`src/standard_timer_regs.svh`:
```
`ifndef STANDARD_TIMER_REGS_SVH
`define STANDARD_TIMER_REGS_SVH

// Byte addresses on the register bus
`define ADDR_TIMER_CONTROL_0 5'h00
`define ADDR_TIMER_CONTROL_1 5'h04
`define ADDR_COUNTER_LOW 5'h08
`define ADDR_COUNTER_HIGH 5'h0C
`define ADDR_COMPARE_A_LOW 5'h10
`define ADDR_COMPARE_A_HIGH 5'h14

// Control register 0 fields
`define CTRL0_PAUSE_BIT 7
`define CTRL0_CLKSEL_MSB 6
`define CTRL0_CLKSEL_LSB 4
`define CTRL0_RUN_BIT 3
`define CTRL0_PERIOD_MSB 2
`define CTRL0_PERIOD_LSB 0

// Control register 1 fields
`define CTRL1_MODE_MSB 7
`define CTRL1_MODE_LSB 6
`define CTRL1_FUNC_MSB 5
`define CTRL1_FUNC_LSB 4
`define CTRL1_INIT_BIT 3
`define CTRL1_INVERT_BIT 2
`define CTRL1_SWAP_BIT 1
`define CTRL1_CLRSEL_BIT 0

// Reset values
`define TIMER_CONTROL_0_RESET 8'h00
`define TIMER_CONTROL_1_RESET 8'h00
`define COMPARE_A_RESET 10'h000
`define COUNTER_RESET 10'h000

// Prescaler terminal counts and counter limits
`define PRESCALE_WIDTH 6
`define PRESCALE_DIV4_LAST 2'h3
`define PRESCALE_DIV16_LAST 4'hF
`define PRESCALE_DIV64_LAST 6'h3F
`define COUNTER_MAX 10'h3FF
`define PERIOD_OVERFLOW_CLOCKS 11'h400

`endif

```
`src/standard_timer_pkg.sv`:
```
package standard_timer_pkg;

  typedef enum logic [1:0] {
    MODE_COMPARE,
    MODE_CAPTURE,
    MODE_PWM,
    MODE_TIMER
  } mode_t;

  typedef enum logic [2:0] {
    CLK_SYS_DIV4,
    CLK_SYS,
    CLK_HIGH_DIV16,
    CLK_HIGH_DIV64,
    CLK_TIME_BASE_A,
    CLK_TIME_BASE_B,
    CLK_EXT_RISE,
    CLK_EXT_FALL
  } clk_sel_t;

  typedef enum logic [1:0] {
    FUNC_0,
    FUNC_1,
    FUNC_2,
    FUNC_3
  } func_t;

endpackage

```
`src/timer_tick_if.sv`:
```
`timescale 1ns/1ps
interface timer_tick_if;
  logic enable;
  logic [2:0] clockSel;
  logic tick;
  logic extRise;

  modport source (input enable, input clockSel, output tick, output extRise);
  modport sink (output enable, output clockSel, input tick, input extRise);
endinterface // timer_tick_if

```
`src/timer_clock_source.sv`:
```
`timescale 1ns/1ps
`include "standard_timer_regs.svh"
module timer_clock_source (
  input wire logic clk, // System clock
  input wire logic rst, // Synchronous reset
  input wire logic externalClockPin, // Raw external clock pin
  input wire logic timeBaseClock, // Time-base clock from another domain
  timer_tick_if.source tickBus // Tick and select
);
  logic [`PRESCALE_WIDTH-1:0] prescale;
  logic [2:0] syncReg [2];
  logic [1:0] stable;
  logic [1:0] agree;
  logic [1:0] rise;
  logic [1:0] fall;
  logic sel;

  always_ff @(posedge clk) begin
    if (rst) begin
      prescale <= '0;
    end else begin
      prescale <= prescale + 1'b1;
    end
  end

  // Slot 0 is the external pin, slot 1 the time-base clock
  for (genvar i = 0; i < 2; i++) begin : g_sync
    always_ff @(posedge clk) begin
      if (rst) begin
        syncReg[i] <= 3'h0;
        stable[i] <= 1'b0;
      end else begin
        syncReg[i] <= {syncReg[i][1:0], (i == 0) ? externalClockPin : timeBaseClock};
        if (agree[i]) begin
          stable[i] <= syncReg[i][2];
        end
      end
    end
    assign agree[i] = syncReg[i][2] == syncReg[i][1];
    // One edge per settled change, so a pin edge counts exactly once
    assign rise[i] = agree[i] && syncReg[i][2] && !stable[i];
    assign fall[i] = agree[i] && !syncReg[i][2] && stable[i];
  end

  always_comb begin
    unique case (standard_timer_pkg::clk_sel_t'(tickBus.clockSel))
      standard_timer_pkg::CLK_SYS_DIV4: sel = prescale[1:0] == `PRESCALE_DIV4_LAST;
      standard_timer_pkg::CLK_SYS: sel = 1'b1;
      // High clock is taken as the system clock here
      standard_timer_pkg::CLK_HIGH_DIV16: sel = prescale[3:0] == `PRESCALE_DIV16_LAST;
      standard_timer_pkg::CLK_HIGH_DIV64: sel = prescale == `PRESCALE_DIV64_LAST;
      standard_timer_pkg::CLK_TIME_BASE_A: sel = rise[1];
      standard_timer_pkg::CLK_TIME_BASE_B: sel = rise[1];
      standard_timer_pkg::CLK_EXT_RISE: sel = rise[0];
      standard_timer_pkg::CLK_EXT_FALL: sel = fall[0];
    endcase
  end

  assign tickBus.tick = tickBus.enable && sel;
  assign tickBus.extRise = rise[0];
endmodule // timer_clock_source

```
`src/standard_timer.sv`:
```
`timescale 1ns/1ps
`include "standard_timer_regs.svh"
module standard_timer (
  input wire logic clk, // System clock, 50 MHz
  input wire logic rst, // Synchronous reset, active high
  input wire logic [4:0] avs_address, // Byte address
  input wire logic avs_read, // Read request
  input wire logic avs_write, // Write request
  input wire logic [31:0] avs_writedata, // Write data
  output logic [31:0] avs_readdata, // Read data
  output logic avs_waitrequest, // Stall
  input wire logic externalClockPin, // External clock input
  input wire logic timeBaseClock, // Time-base clock input
  input wire logic capturePin, // Capture input
  output logic timerOutputPin, // Output pin level
  output logic timerOutputEnable, // Output pin drive enable
  output logic compareAEvent, // Comparator A event pulse
  output logic comparePEvent // Comparator P event pulse
);
  logic [7:0] ctrl0;
  logic [7:0] ctrl1;
  logic [9:0] count;
  logic [9:0] compareA;
  logic [7:0] lowBuffer;
  logic runPrev;
  logic outLevel;
  logic [2:0] capSync;
  logic capStable;

  logic runEnable;
  logic pause;
  logic [2:0] period;
  standard_timer_pkg::mode_t mode;
  standard_timer_pkg::func_t func;
  logic initLevel;
  logic invert;
  logic swap;
  logic clearSel;
  logic runRise;
  logic tick;
  logic matchA;
  logic matchP;
  logic clearNow;
  logic aFlagOk;
  logic pFlagOk;
  logic singlePulse;
  logic outputMode;
  logic [10:0] dutyValue;
  logic pwmActive;
  logic capAgree;
  logic capRise;
  logic capFall;
  logic capEvent;
  logic request;
  logic accept;
  logic [31:0] next_readdata;

  timer_tick_if tickBus ();

  timer_clock_source u_clock_source (
    .clk(clk),
    .rst(rst),
    .externalClockPin(externalClockPin),
    .timeBaseClock(timeBaseClock),
    .tickBus(tickBus.source)
  );

  assign runEnable = ctrl0[`CTRL0_RUN_BIT];
  assign pause = ctrl0[`CTRL0_PAUSE_BIT];
  assign period = ctrl0[`CTRL0_PERIOD_MSB:`CTRL0_PERIOD_LSB];
  assign mode = standard_timer_pkg::mode_t'(ctrl1[`CTRL1_MODE_MSB:`CTRL1_MODE_LSB]);
  assign func = standard_timer_pkg::func_t'(ctrl1[`CTRL1_FUNC_MSB:`CTRL1_FUNC_LSB]);
  assign initLevel = ctrl1[`CTRL1_INIT_BIT];
  assign invert = ctrl1[`CTRL1_INVERT_BIT];
  assign swap = ctrl1[`CTRL1_SWAP_BIT];
  assign clearSel = ctrl1[`CTRL1_CLRSEL_BIT];

  // Off or paused gates the tick, which also stands in for power-down
  assign tickBus.enable = runEnable && !pause;
  assign tickBus.clockSel = ctrl0[`CTRL0_CLKSEL_MSB:`CTRL0_CLKSEL_LSB];
  assign tick = tickBus.tick;

  assign runRise = runEnable && !runPrev;
  assign singlePulse = mode == standard_timer_pkg::MODE_PWM && func == standard_timer_pkg::FUNC_3;
  assign outputMode = mode == standard_timer_pkg::MODE_COMPARE
    || mode == standard_timer_pkg::MODE_PWM;

  // Comparators
  assign matchA = count == compareA;
  // Period zero compares as the overflow point, giving 1024 clocks
  assign matchP = (period == 3'h0) ? (count == `COUNTER_MAX)
    : (count == {period, 7'h00});

  always_comb begin
    unique case (mode)
      standard_timer_pkg::MODE_COMPARE,
      standard_timer_pkg::MODE_TIMER: begin
        clearNow = clearSel ? (matchA && compareA != 10'h000) : matchP;
      end
      standard_timer_pkg::MODE_PWM: begin
        clearNow = !singlePulse && (swap ? matchA : matchP);
      end
      standard_timer_pkg::MODE_CAPTURE: begin
        clearNow = 1'b0;
      end
    endcase
  end

  // Compare A of zero never flags in compare and timer modes
  assign aFlagOk = !(compareA == 10'h000 && (mode == standard_timer_pkg::MODE_COMPARE
    || mode == standard_timer_pkg::MODE_TIMER));
  assign pFlagOk = !singlePulse && !(clearSel && (mode == standard_timer_pkg::MODE_COMPARE
    || mode == standard_timer_pkg::MODE_TIMER));

  // Duty threshold; eleven bits so a 1024 duty is reachable
  assign dutyValue = swap ? ((period == 3'h0) ? `PERIOD_OVERFLOW_CLOCKS
    : {1'b0, period, 7'h00}) : {1'b0, compareA};
  assign pwmActive = {1'b0, count} < dutyValue;

  always_ff @(posedge clk) begin
    if (rst) begin
      runPrev <= 1'b0;
    end else begin
      runPrev <= runEnable;
    end
  end

  // Counter
  always_ff @(posedge clk) begin
    if (rst) begin
      count <= `COUNTER_RESET;
    end else if (runRise) begin
      count <= `COUNTER_RESET;
    end else if (tick) begin
      if (clearNow) begin
        count <= `COUNTER_RESET;
      end else begin
        count <= count + 10'h001;
      end
    end
  end

  always_ff @(posedge clk) begin
    if (rst) begin
      compareAEvent <= 1'b0;
      comparePEvent <= 1'b0;
    end else begin
      compareAEvent <= tick && matchA && aFlagOk;
      comparePEvent <= tick && matchP && pFlagOk;
    end
  end

  // Capture pin: three stages, a change is taken once the last two agree
  always_ff @(posedge clk) begin
    if (rst) begin
      capSync <= 3'h0;
      capStable <= 1'b0;
    end else begin
      capSync <= {capSync[1:0], capturePin};
      if (capAgree) begin
        capStable <= capSync[2];
      end
    end
  end

  assign capAgree = capSync[2] == capSync[1];
  assign capRise = capAgree && capSync[2] && !capStable;
  assign capFall = capAgree && !capSync[2] && capStable;

  always_comb begin
    unique case (func)
      standard_timer_pkg::FUNC_0: capEvent = capRise;
      standard_timer_pkg::FUNC_1: capEvent = capFall;
      standard_timer_pkg::FUNC_2: capEvent = capRise || capFall;
      standard_timer_pkg::FUNC_3: capEvent = 1'b0;
    endcase
  end

  // Output level before inversion
  always_ff @(posedge clk) begin
    if (rst) begin
      outLevel <= 1'b0;
    end else if (runRise && outputMode) begin
      outLevel <= initLevel;
    end else if (mode == standard_timer_pkg::MODE_COMPARE) begin
      if (tick && matchA && aFlagOk) begin
        unique case (func)
          standard_timer_pkg::FUNC_0: outLevel <= outLevel;
          standard_timer_pkg::FUNC_1: outLevel <= 1'b0;
          standard_timer_pkg::FUNC_2: outLevel <= 1'b1;
          standard_timer_pkg::FUNC_3: outLevel <= !outLevel;
        endcase
      end
    end else if (mode == standard_timer_pkg::MODE_PWM) begin
      unique case (func)
        standard_timer_pkg::FUNC_0: outLevel <= !initLevel;
        standard_timer_pkg::FUNC_1: outLevel <= initLevel;
        standard_timer_pkg::FUNC_2: begin
          if (runEnable) begin
            outLevel <= pwmActive ? initLevel : !initLevel;
          end
        end
        standard_timer_pkg::FUNC_3: begin
          if (!runEnable || (tick && matchA)) begin
            outLevel <= !initLevel;
          end
        end
      endcase
    end
  end

  // Pin is registered, so it trails the internal level by one clock
  always_ff @(posedge clk) begin
    if (rst) begin
      timerOutputPin <= 1'b0;
      timerOutputEnable <= 1'b0;
    end else begin
      timerOutputPin <= outLevel ^ invert;
      timerOutputEnable <= outputMode;
    end
  end

  // Register bus: one wait cycle on every access
  assign request = avs_read || avs_write;
  assign accept = request && !avs_waitrequest;

  always_ff @(posedge clk) begin
    if (rst) begin
      avs_waitrequest <= 1'b1;
    end else begin
      avs_waitrequest <= !(request && avs_waitrequest);
    end
  end

  always_comb begin
    next_readdata = 32'h0000_0000;
    unique case (avs_address)
      `ADDR_TIMER_CONTROL_0: next_readdata = {24'h00_0000, ctrl0};
      `ADDR_TIMER_CONTROL_1: next_readdata = {24'h00_0000, ctrl1};
      `ADDR_COUNTER_LOW: next_readdata = {24'h00_0000, lowBuffer};
      `ADDR_COUNTER_HIGH: next_readdata = {30'h0000_0000, count[9:8]};
      `ADDR_COMPARE_A_LOW: next_readdata = {24'h00_0000, lowBuffer};
      `ADDR_COMPARE_A_HIGH: next_readdata = {30'h0000_0000, compareA[9:8]};
      default: next_readdata = 32'h0000_0000;
    endcase
  end

  // Read data and buffer capture share the first request cycle
  always_ff @(posedge clk) begin
    if (rst) begin
      avs_readdata <= 32'h0000_0000;
    end else if (avs_read && avs_waitrequest) begin
      avs_readdata <= next_readdata;
    end
  end

  always_ff @(posedge clk) begin
    if (rst) begin
      lowBuffer <= 8'h00;
    end else if (avs_read && avs_waitrequest && avs_address == `ADDR_COUNTER_HIGH) begin
      lowBuffer <= count[7:0];
    end else if (avs_read && avs_waitrequest && avs_address == `ADDR_COMPARE_A_HIGH) begin
      lowBuffer <= compareA[7:0];
    end else if (accept && avs_write && avs_address == `ADDR_COMPARE_A_LOW) begin
      lowBuffer <= avs_writedata[7:0];
    end
  end

  // Capture wins over a same-cycle software write
  always_ff @(posedge clk) begin
    if (rst) begin
      compareA <= `COMPARE_A_RESET;
    end else if (mode == standard_timer_pkg::MODE_CAPTURE && runEnable && capEvent) begin
      compareA <= count;
    end else if (accept && avs_write && avs_address == `ADDR_COMPARE_A_HIGH) begin
      compareA <= {avs_writedata[1:0], lowBuffer};
    end
  end

  // Hardware run changes follow the software write so they win
  always_ff @(posedge clk) begin
    if (rst) begin
      ctrl0 <= `TIMER_CONTROL_0_RESET;
    end else begin
      if (accept && avs_write && avs_address == `ADDR_TIMER_CONTROL_0) begin
        ctrl0 <= avs_writedata[7:0];
      end
      if (singlePulse && tickBus.extRise) begin
        ctrl0[`CTRL0_RUN_BIT] <= 1'b1;
      end
      if (singlePulse && tick && matchA) begin
        ctrl0[`CTRL0_RUN_BIT] <= 1'b0;
      end
    end
  end

  always_ff @(posedge clk) begin
    if (rst) begin
      ctrl1 <= `TIMER_CONTROL_1_RESET;
    end else if (accept && avs_write && avs_address == `ADDR_TIMER_CONTROL_1) begin
      ctrl1 <= avs_writedata[7:0];
    end
  end
endmodule // standard_timer

```
`config.mk`:
```
export PLATFORM = sky130hd
export DESIGN_NAME = standard_timer
export DESIGN_NICKNAME = d
export VERILOG_FILES = /design/src/standard_timer_pkg.sv /design/src/timer_tick_if.sv /design/src/timer_clock_source.sv /design/src/standard_timer.sv
export VERILOG_INCLUDE_DIRS = /design/src
export SDC_FILE = /design/constraint.sdc
export NUM_CORES = 1
export LEC_CHECK = 0
export BUFFER_PORTS_ARGS = -buffer_cell sky130_fd_sc_hd__buf_2
export CAP_MARGIN = 20
export CORE_MARGIN = 2
export CORE_UTILIZATION = 45
export CTS_CLUSTER_DIAMETER = 100
export CTS_CLUSTER_SIZE = 8
export DETAILED_ROUTE_END_ITERATION = 10
export MAX_ROUTING_LAYER = met4
export PLACE_DENSITY = 0.69
export SYNTH_ARGS = -nofsm -noshare
export SYNTH_HDL_FRONTEND = slang
export SYNTH_SLANG_ARGS = --single-unit
export TNS_END_PERCENT = 20
```
`constraint.sdc`:
```
create_clock -name clk -period 5.05 [get_ports clk]
set_clock_uncertainty 0.05 [all_clocks]
set_input_delay 0.505 -clock clk [delete_from_list [all_inputs] [get_ports clk]]
set_output_delay 0.505 -clock clk [all_outputs]
set_load 0.005 [all_outputs]
```
==> results of run 1 <==
## through the flow
step	instance area, µm²	instances	setup WS, ns
after CTS	4850	689	2.46
after global placement	4650	673	2.37
after global routing	4850	689	2.21
after floorplan	4650	562	2.77
after detailed placement	4650	673	2.34
final	4850	689	2.42
## path summary, 6_finish.rpt
path                               endpoint  slack [ns]  cells past startpoint
worst max register to register  compareA[3]        2.42                      9
worst min-delay path             capSync[0]        0.30                      2
worst min register to register   capSync[1]        0.39                      1
worst max-delay path            compareA[3]        2.42                      9
## logic make-up after synthesis
family                   share of synthesized area [%]
AND/OR/NAND/NOR                                   21.1
adder cells (fa/ha/maj)                           6.58
buffers and inverters                             8.83
AO/OA/AOI/OAI                                     15.8
XOR/XNOR                                          4.99
flip-flops                                        33.8
multiplexers                                      8.83
other                                           0.0822
## power by group
part	switching, W	internal, W	total [W]	leakage, nW
Combinational	0.0000454	0.0000235	0.0000689	1.25
Clock	0.000257	0.000236	0.000493	0.103
Sequential	0.00000578	0.000615	0.000620	0.623
Total	0.000308	0.000874	0.00118	1.98
## layout by cell type, fill, tap and decap left out, drive strengths merged, types with 3 or more instances in the layout
cell type,n
nor2,65
dfxtp,77
nor3,9
nor4,7
inv,21
o21ai,14
xor2,8
a21oi,22
a211oi,14
and3,9
nand4,6
o211ai,9
conb,24
nor2b,12
nand2b,3
nand3,25
buf,34
nand2,47
a22oi,10
xnor2,18
mux2i,38
nand3b,3
clkbuf,9
a21o,4
ha,24
a211o,10
## state kept, by name (all words and copies together), names as in the netlist, 2 cells and up
register / cells
u_clock_source.stable: 2
lowBuffer: 8
ctrl0: 8
avs_readdata: 8
u_clock_source.prescale: 6
capSync: 3
u_clock_source.syncReg: 6
count: 10
compareA: 10
ctrl1: 8
## worst max-delay path, stage by stage, from the launching register on
cell and delay [ns]:
dfxtp_1 0.37, inv_1 0.14, ha_1 0.24, o211ai_1 0.12, o22ai_1 0.19, nand3_1 0.59
o21ai_1 0.26, buf_4 0.28, nor2_1 0.06, a211oi_1 0.24
## layout make-up
cell class | count | area share (%)
flip-flops and latches | 77 | 31.8
inverters | 17 | 1.31
multi-input cells | 412 | 55.7
repair buffers | 34 | 3.61
well taps | 133 | 3.43
clock buffers | 9 | 2.55
clock inverters | 7 | 1.65
## metal layers
metal  global-route usage [%]  vias to the layer above
met1                     25.9                     1815
met5                        -                        -
met4                     7.05                        0
li1                         -                     1876
met3                     2.37                       20
met2                     32.6                      140
==> metrics.txt, run 1 <==
status completed; cell taking the most area after synthesis dfxtp_1; H-tree levels 3; share of layout cells above drive strength 1 11.2%; Placement Rows 36; clock slew at reported path FFs 0.09 ns; die footprint 11000 µm²; Post-synth EDFFs 0; synth-to-layout area growth 6.42%; wire length per cell 15.5 µm; hold wc startpoint capturePin; Design Power 0.00118 W; WL met1 4940 µm; DRT Wirelength 10600 µm; CTS Buf Count 9; CP Data Arrival Time 2.85 ns; synth top area cells dfxtp_1 34%, mux2i_1 8.3%, ha_1 6.6%; ratio of final minimum period to clock period 52.1%; maximum VDD drop 0.000182 V; top post-synthesis cells by count 77 x dfxtp_1, 65 x nor2_1, 47 x nand2_1; Critical R2R Launch ctrl1[4]; count of cell types in the netlist 62; Finished Core Util 49.4%; Placer Congestion 0.900; final hold violations 0; ant diodes 0; CP Class reg2reg; Die H 105 µm; Met3 Wirelength 542 µm; Fill cells 970; Least-Margin Pin Slew 0.883 ns; Startpoint Class flop; Final Setup Violations 0; initial core utilization 46.4%; area of the multi-input gates 2700 µm²; gr usage total 20.1%; Max-slew headroom 40.8%; TritonCTS clock tree yes; vias in the first global route 3577; unrepaired setup endpoints after global routing false; drt via density 5.59; synthesized flop and latch total 77; Die X 105 µm; Top Layer Used met4; Post-Syn Area 4560 µm²; clk sinks 77; register area share after synthesis 33.8%; core box area 9820 µm²; Fmax 0.380 GHz; post-synthesis area per instance 8.46 µm²; Tmin final 2.63 ns; fin nets 619; post-CTS sizing 0; Gate Count Post-Synth 539; Post-DP HPWL 7710 µm; postcts setup bufs 0; DR iter-0 viols 199; Post-CTS Hold Buffers 0; IO Pins 81; largest net degree at the start of global routing 67; Port Buffers 32; Hold WS 0.298 ns; DR WL met2 4960 µm; DR pass1 iterations 5; vias after detailed routing 3851; drc violations 0; critical path startpoint ctrl1[4]; max cap viols 0; Required @ worst endpoint 5.27 ns; root buffer cell clkbuf_8; worst-skew pair later-pin latency 0.36 ns; Crit. End Element flop; yosys warns 0; Register Area 1540 µm²; Synth Flop Type dfxtp_1; most frequent cell after synthesis dfxtp_1; initial antenna violation count 0; Leakage 1.98 nW; top-area cell type share of the netlist area 33.8%; Max clock buf depth 2; Pwr Density 244 nW/µm²; Max FO, Critical Path 20; first-pass GRT wire length 17500 µm; share of flip-flops with an asynchronous set or reset 0%; Total Neg Setup Slack 0 ns; Overflow after GRT 0; Final Max Tran Viols 0; DRT antenna net count 0; Hold Path Class in2reg
(Power assumes the default switching activity.)
==> inputs of run 2 (changes only) <==
- ABC_AREA: unset -> 1
- PLACE_DENSITY: 0.69 -> 0.7
- clock period: 5.05 -> 2.55 ns (I/O delays scaled with it)
==> run 2 against run 1 <==
Against the previous run: synthesized area is 1.2% lower; non-clock buffer count grew 9; final cell count up 18%; first-iteration DRC count up 39%; synthesized cell count rose by 19%; die area is 1.1% lower; fmax is 19% higher; worst setup slack got worse by 2.1 ns; cell area is 1.1% higher; critical endpoint is now compareA[8].
==> metrics.txt, run 2 <==
wire length per cell 14.3 µm; core box area 9730 µm²; Fmax 0.454 GHz; CP Class reg2reg; DRT antenna net count 0; Leakage 2.21 nW; share of layout cells above drive strength 1 12.2%; final worst slack 0.347 ns; clk sinks 77; reg2reg path depth 7; register area share after synthesis 34.2%; synthesized flop and latch total 77; Final Setup Violations 0; drt via density 5.14; pre-CTS setup slack 0.355 ns; Largest stage delay, worst path 0.41 ns; worst-skew pair later-pin latency 0.38 ns; TritonCTS clock tree yes; commonest non-fill, non-tap cell in the layout nand2_1; Max FO, Critical Path 16; Tmin final 2.20 ns; Post-DP HPWL 8690 µm; most frequent cell after synthesis nand2_1; final hold violations 0; share of flip-flops with an asynchronous set or reset 0%; count of cell types in the netlist 47; DRT Wirelength 11600 µm; drc violations 0; Final Max Tran Viols 0; synth-to-layout area growth 8.80%; Least-Margin Pin Slew 0.687 ns; Crit. End Element flop; Post-CTS Hold Buffers 0; Post-DP Area 4730 µm²; fin nets 743; gr usage total 22.8%; worst hold path depth 3; Post-synth EDFFs 0; initial core utilization 46.3%; Placer Congestion 0.954; post-synthesis area per instance 7.03 µm²; Design Power 0.00225 W; status completed; clock slew at reported path FFs 0.09 ns; Overflow after GRT 0; biggest regs compareA (10), count (10); cell taking the most area after synthesis dfxtp_1; vias in the first global route 3786; largest net degree at the start of global routing 33; Max-slew headroom 54.1%; top-area cell type share of the netlist area 34.2%; Gate Count Post-Synth 641; Max clock buf depth 2; max cap viols 0; ratio of final minimum period to clock period 86.4%; cell area after layout 4900 µm²; most frequent cells in the layout 128 x nand2_1, 77 x dfxtp_1, 71 x inv_1; Hold Path Class in2reg; Synth Flop Type dfxtp_1; Max stage delay cell, worst path nand2_1; vias after detailed routing 4181; Pwr Density 459 nW/µm²; Hold WS 0.0268 ns; maximum VDD drop 0.000222 V; postcts setup bufs 0; synth top area cells dfxtp_1 34%, nand2_1 11%, ha_1 6.7%; yosys warns 0; root buffer cell clkbuf_8; DR iter-0 viols 277; unrepaired setup endpoints after global routing false; Post-Syn Area 4510 µm²; Total Neg Setup Slack 0 ns; IO Pins 81; CP cell instances inv_1 -> ha_1 -> o21a_1 -> o2111ai_1 -> nand2_1 -> o21ai_0 -> a21oi_1; initial antenna violation count 0; CP Data Arrival Time 2.41 ns; Die H 104 µm; number of cells on the critical path 7; Die X 104 µm; post-CTS sizing 0; H-tree levels 3; Bufs and invs on worst path 1; CTS Buf Count 9; delay-heaviest family, CP compound AO/OA/AOI/OAI gates; Placement Rows 36; die footprint 10800 µm²; top post-synthesis cells by count 128 x nand2_1, 77 x dfxtp_1, 71 x inv_1; Port Buffers 32; DR pass1 iterations 5; Fill cells 997; Required @ worst endpoint 2.76 ns; Startpoint Class flop; first-pass GRT wire length 19100 µm; ant diodes 0
-- run 2: cell count changes in the layout (fill, tap and decap cells not counted), moves of 12 or more --
| cell | delta |
|---|---|
| a211oi_1 | -13 |
| a21oi_1 | +25 |
| inv_1 | +55 |
| mux2i_1 | -38 |
| nand2_1 | +81 |
| nor2b_1 | -12 |
| o21ai_0 | +46 |
| xnor2_1 | -15 |
-- run 2: routing by layer --
layer | GRT usage [%] | part of all wire (%)
met5 | - | 0
met4 | 11.5 | 3.0
met3 | 2.51 | 6.7
met2 | 34.9 | 44
met1 | 29.8 | 46
-- run 2: kinds of logic (layout without fill, tap and decap cells) --
logic type | Yosys count | count (layout) | share of synthesized area [%]
AOI/OAI and AO/OA | 135 | 135 | 17.1
xor gates and xnor gates | 16 | 16 | 3.11
adders and majority gates | 24 | 24 | 6.66
buffers and inverters | 117 | 133 | 12.3
DFF | 77 | 77 | 34.2
other | 1 | 24 | 0.0832
and+or+nand+nor | 271 | 271 | 26.6
-- run 2: path summary, 6_finish.rpt --
path / startpoint / to / slack (ns)
worst min register to register: u_clock_source.syncReg[0][0] / u_clock_source.syncReg[0][1] / 0.35
worst max-delay path: ctrl1[4] / compareA[8] / 0.35
worst max register to register: ctrl1[4] / compareA[8] / 0.35
worst min-delay path: timeBaseClock / u_clock_source.syncReg[1][0] / 0.03
-- run 2: area by class of cell --
class | instances | area [µm²] | area share, %
sequential | 77 | 1540 | 31.4
timing repair buffer | 43 | 243 | 4.95
tap | 133 | 166 | 3.39
clock inverter | 6 | 48.8 | 0.995
clock buffer | 10 | 128 | 2.60
inverter | 74 | 279 | 5.69
multi-input combinational | 470 | 2500 | 50.9
-- run 2: power breakdown --
| group | total, W | leakage (nW) | internal [W] | switching (W) |
|---|---|---|---|---|
| Combinational | 0.000152 | 1.50 | 0.0000485 | 0.000103 |
| Sequential | 0.00123 | 0.624 | 0.00122 | 0.0000119 |
| Clock | 0.000865 | 0.0908 | 0.000362 | 0.000503 |
-- run 2: through the flow --
step,cells,util (%)
4_1_cts,813,50.4
5_1_grt,813,50.4
6_report,813,50.4
2_1_floorplan,664,-
3_3_place_gp,797,48.6
3_5_place_dp,797,48.6
-- run 2: worst min-delay path: cells and delay by family --
family | cells | cell delay [ns]
buf+inv | 2 | 0.14
simple gates | 1 | 0.03
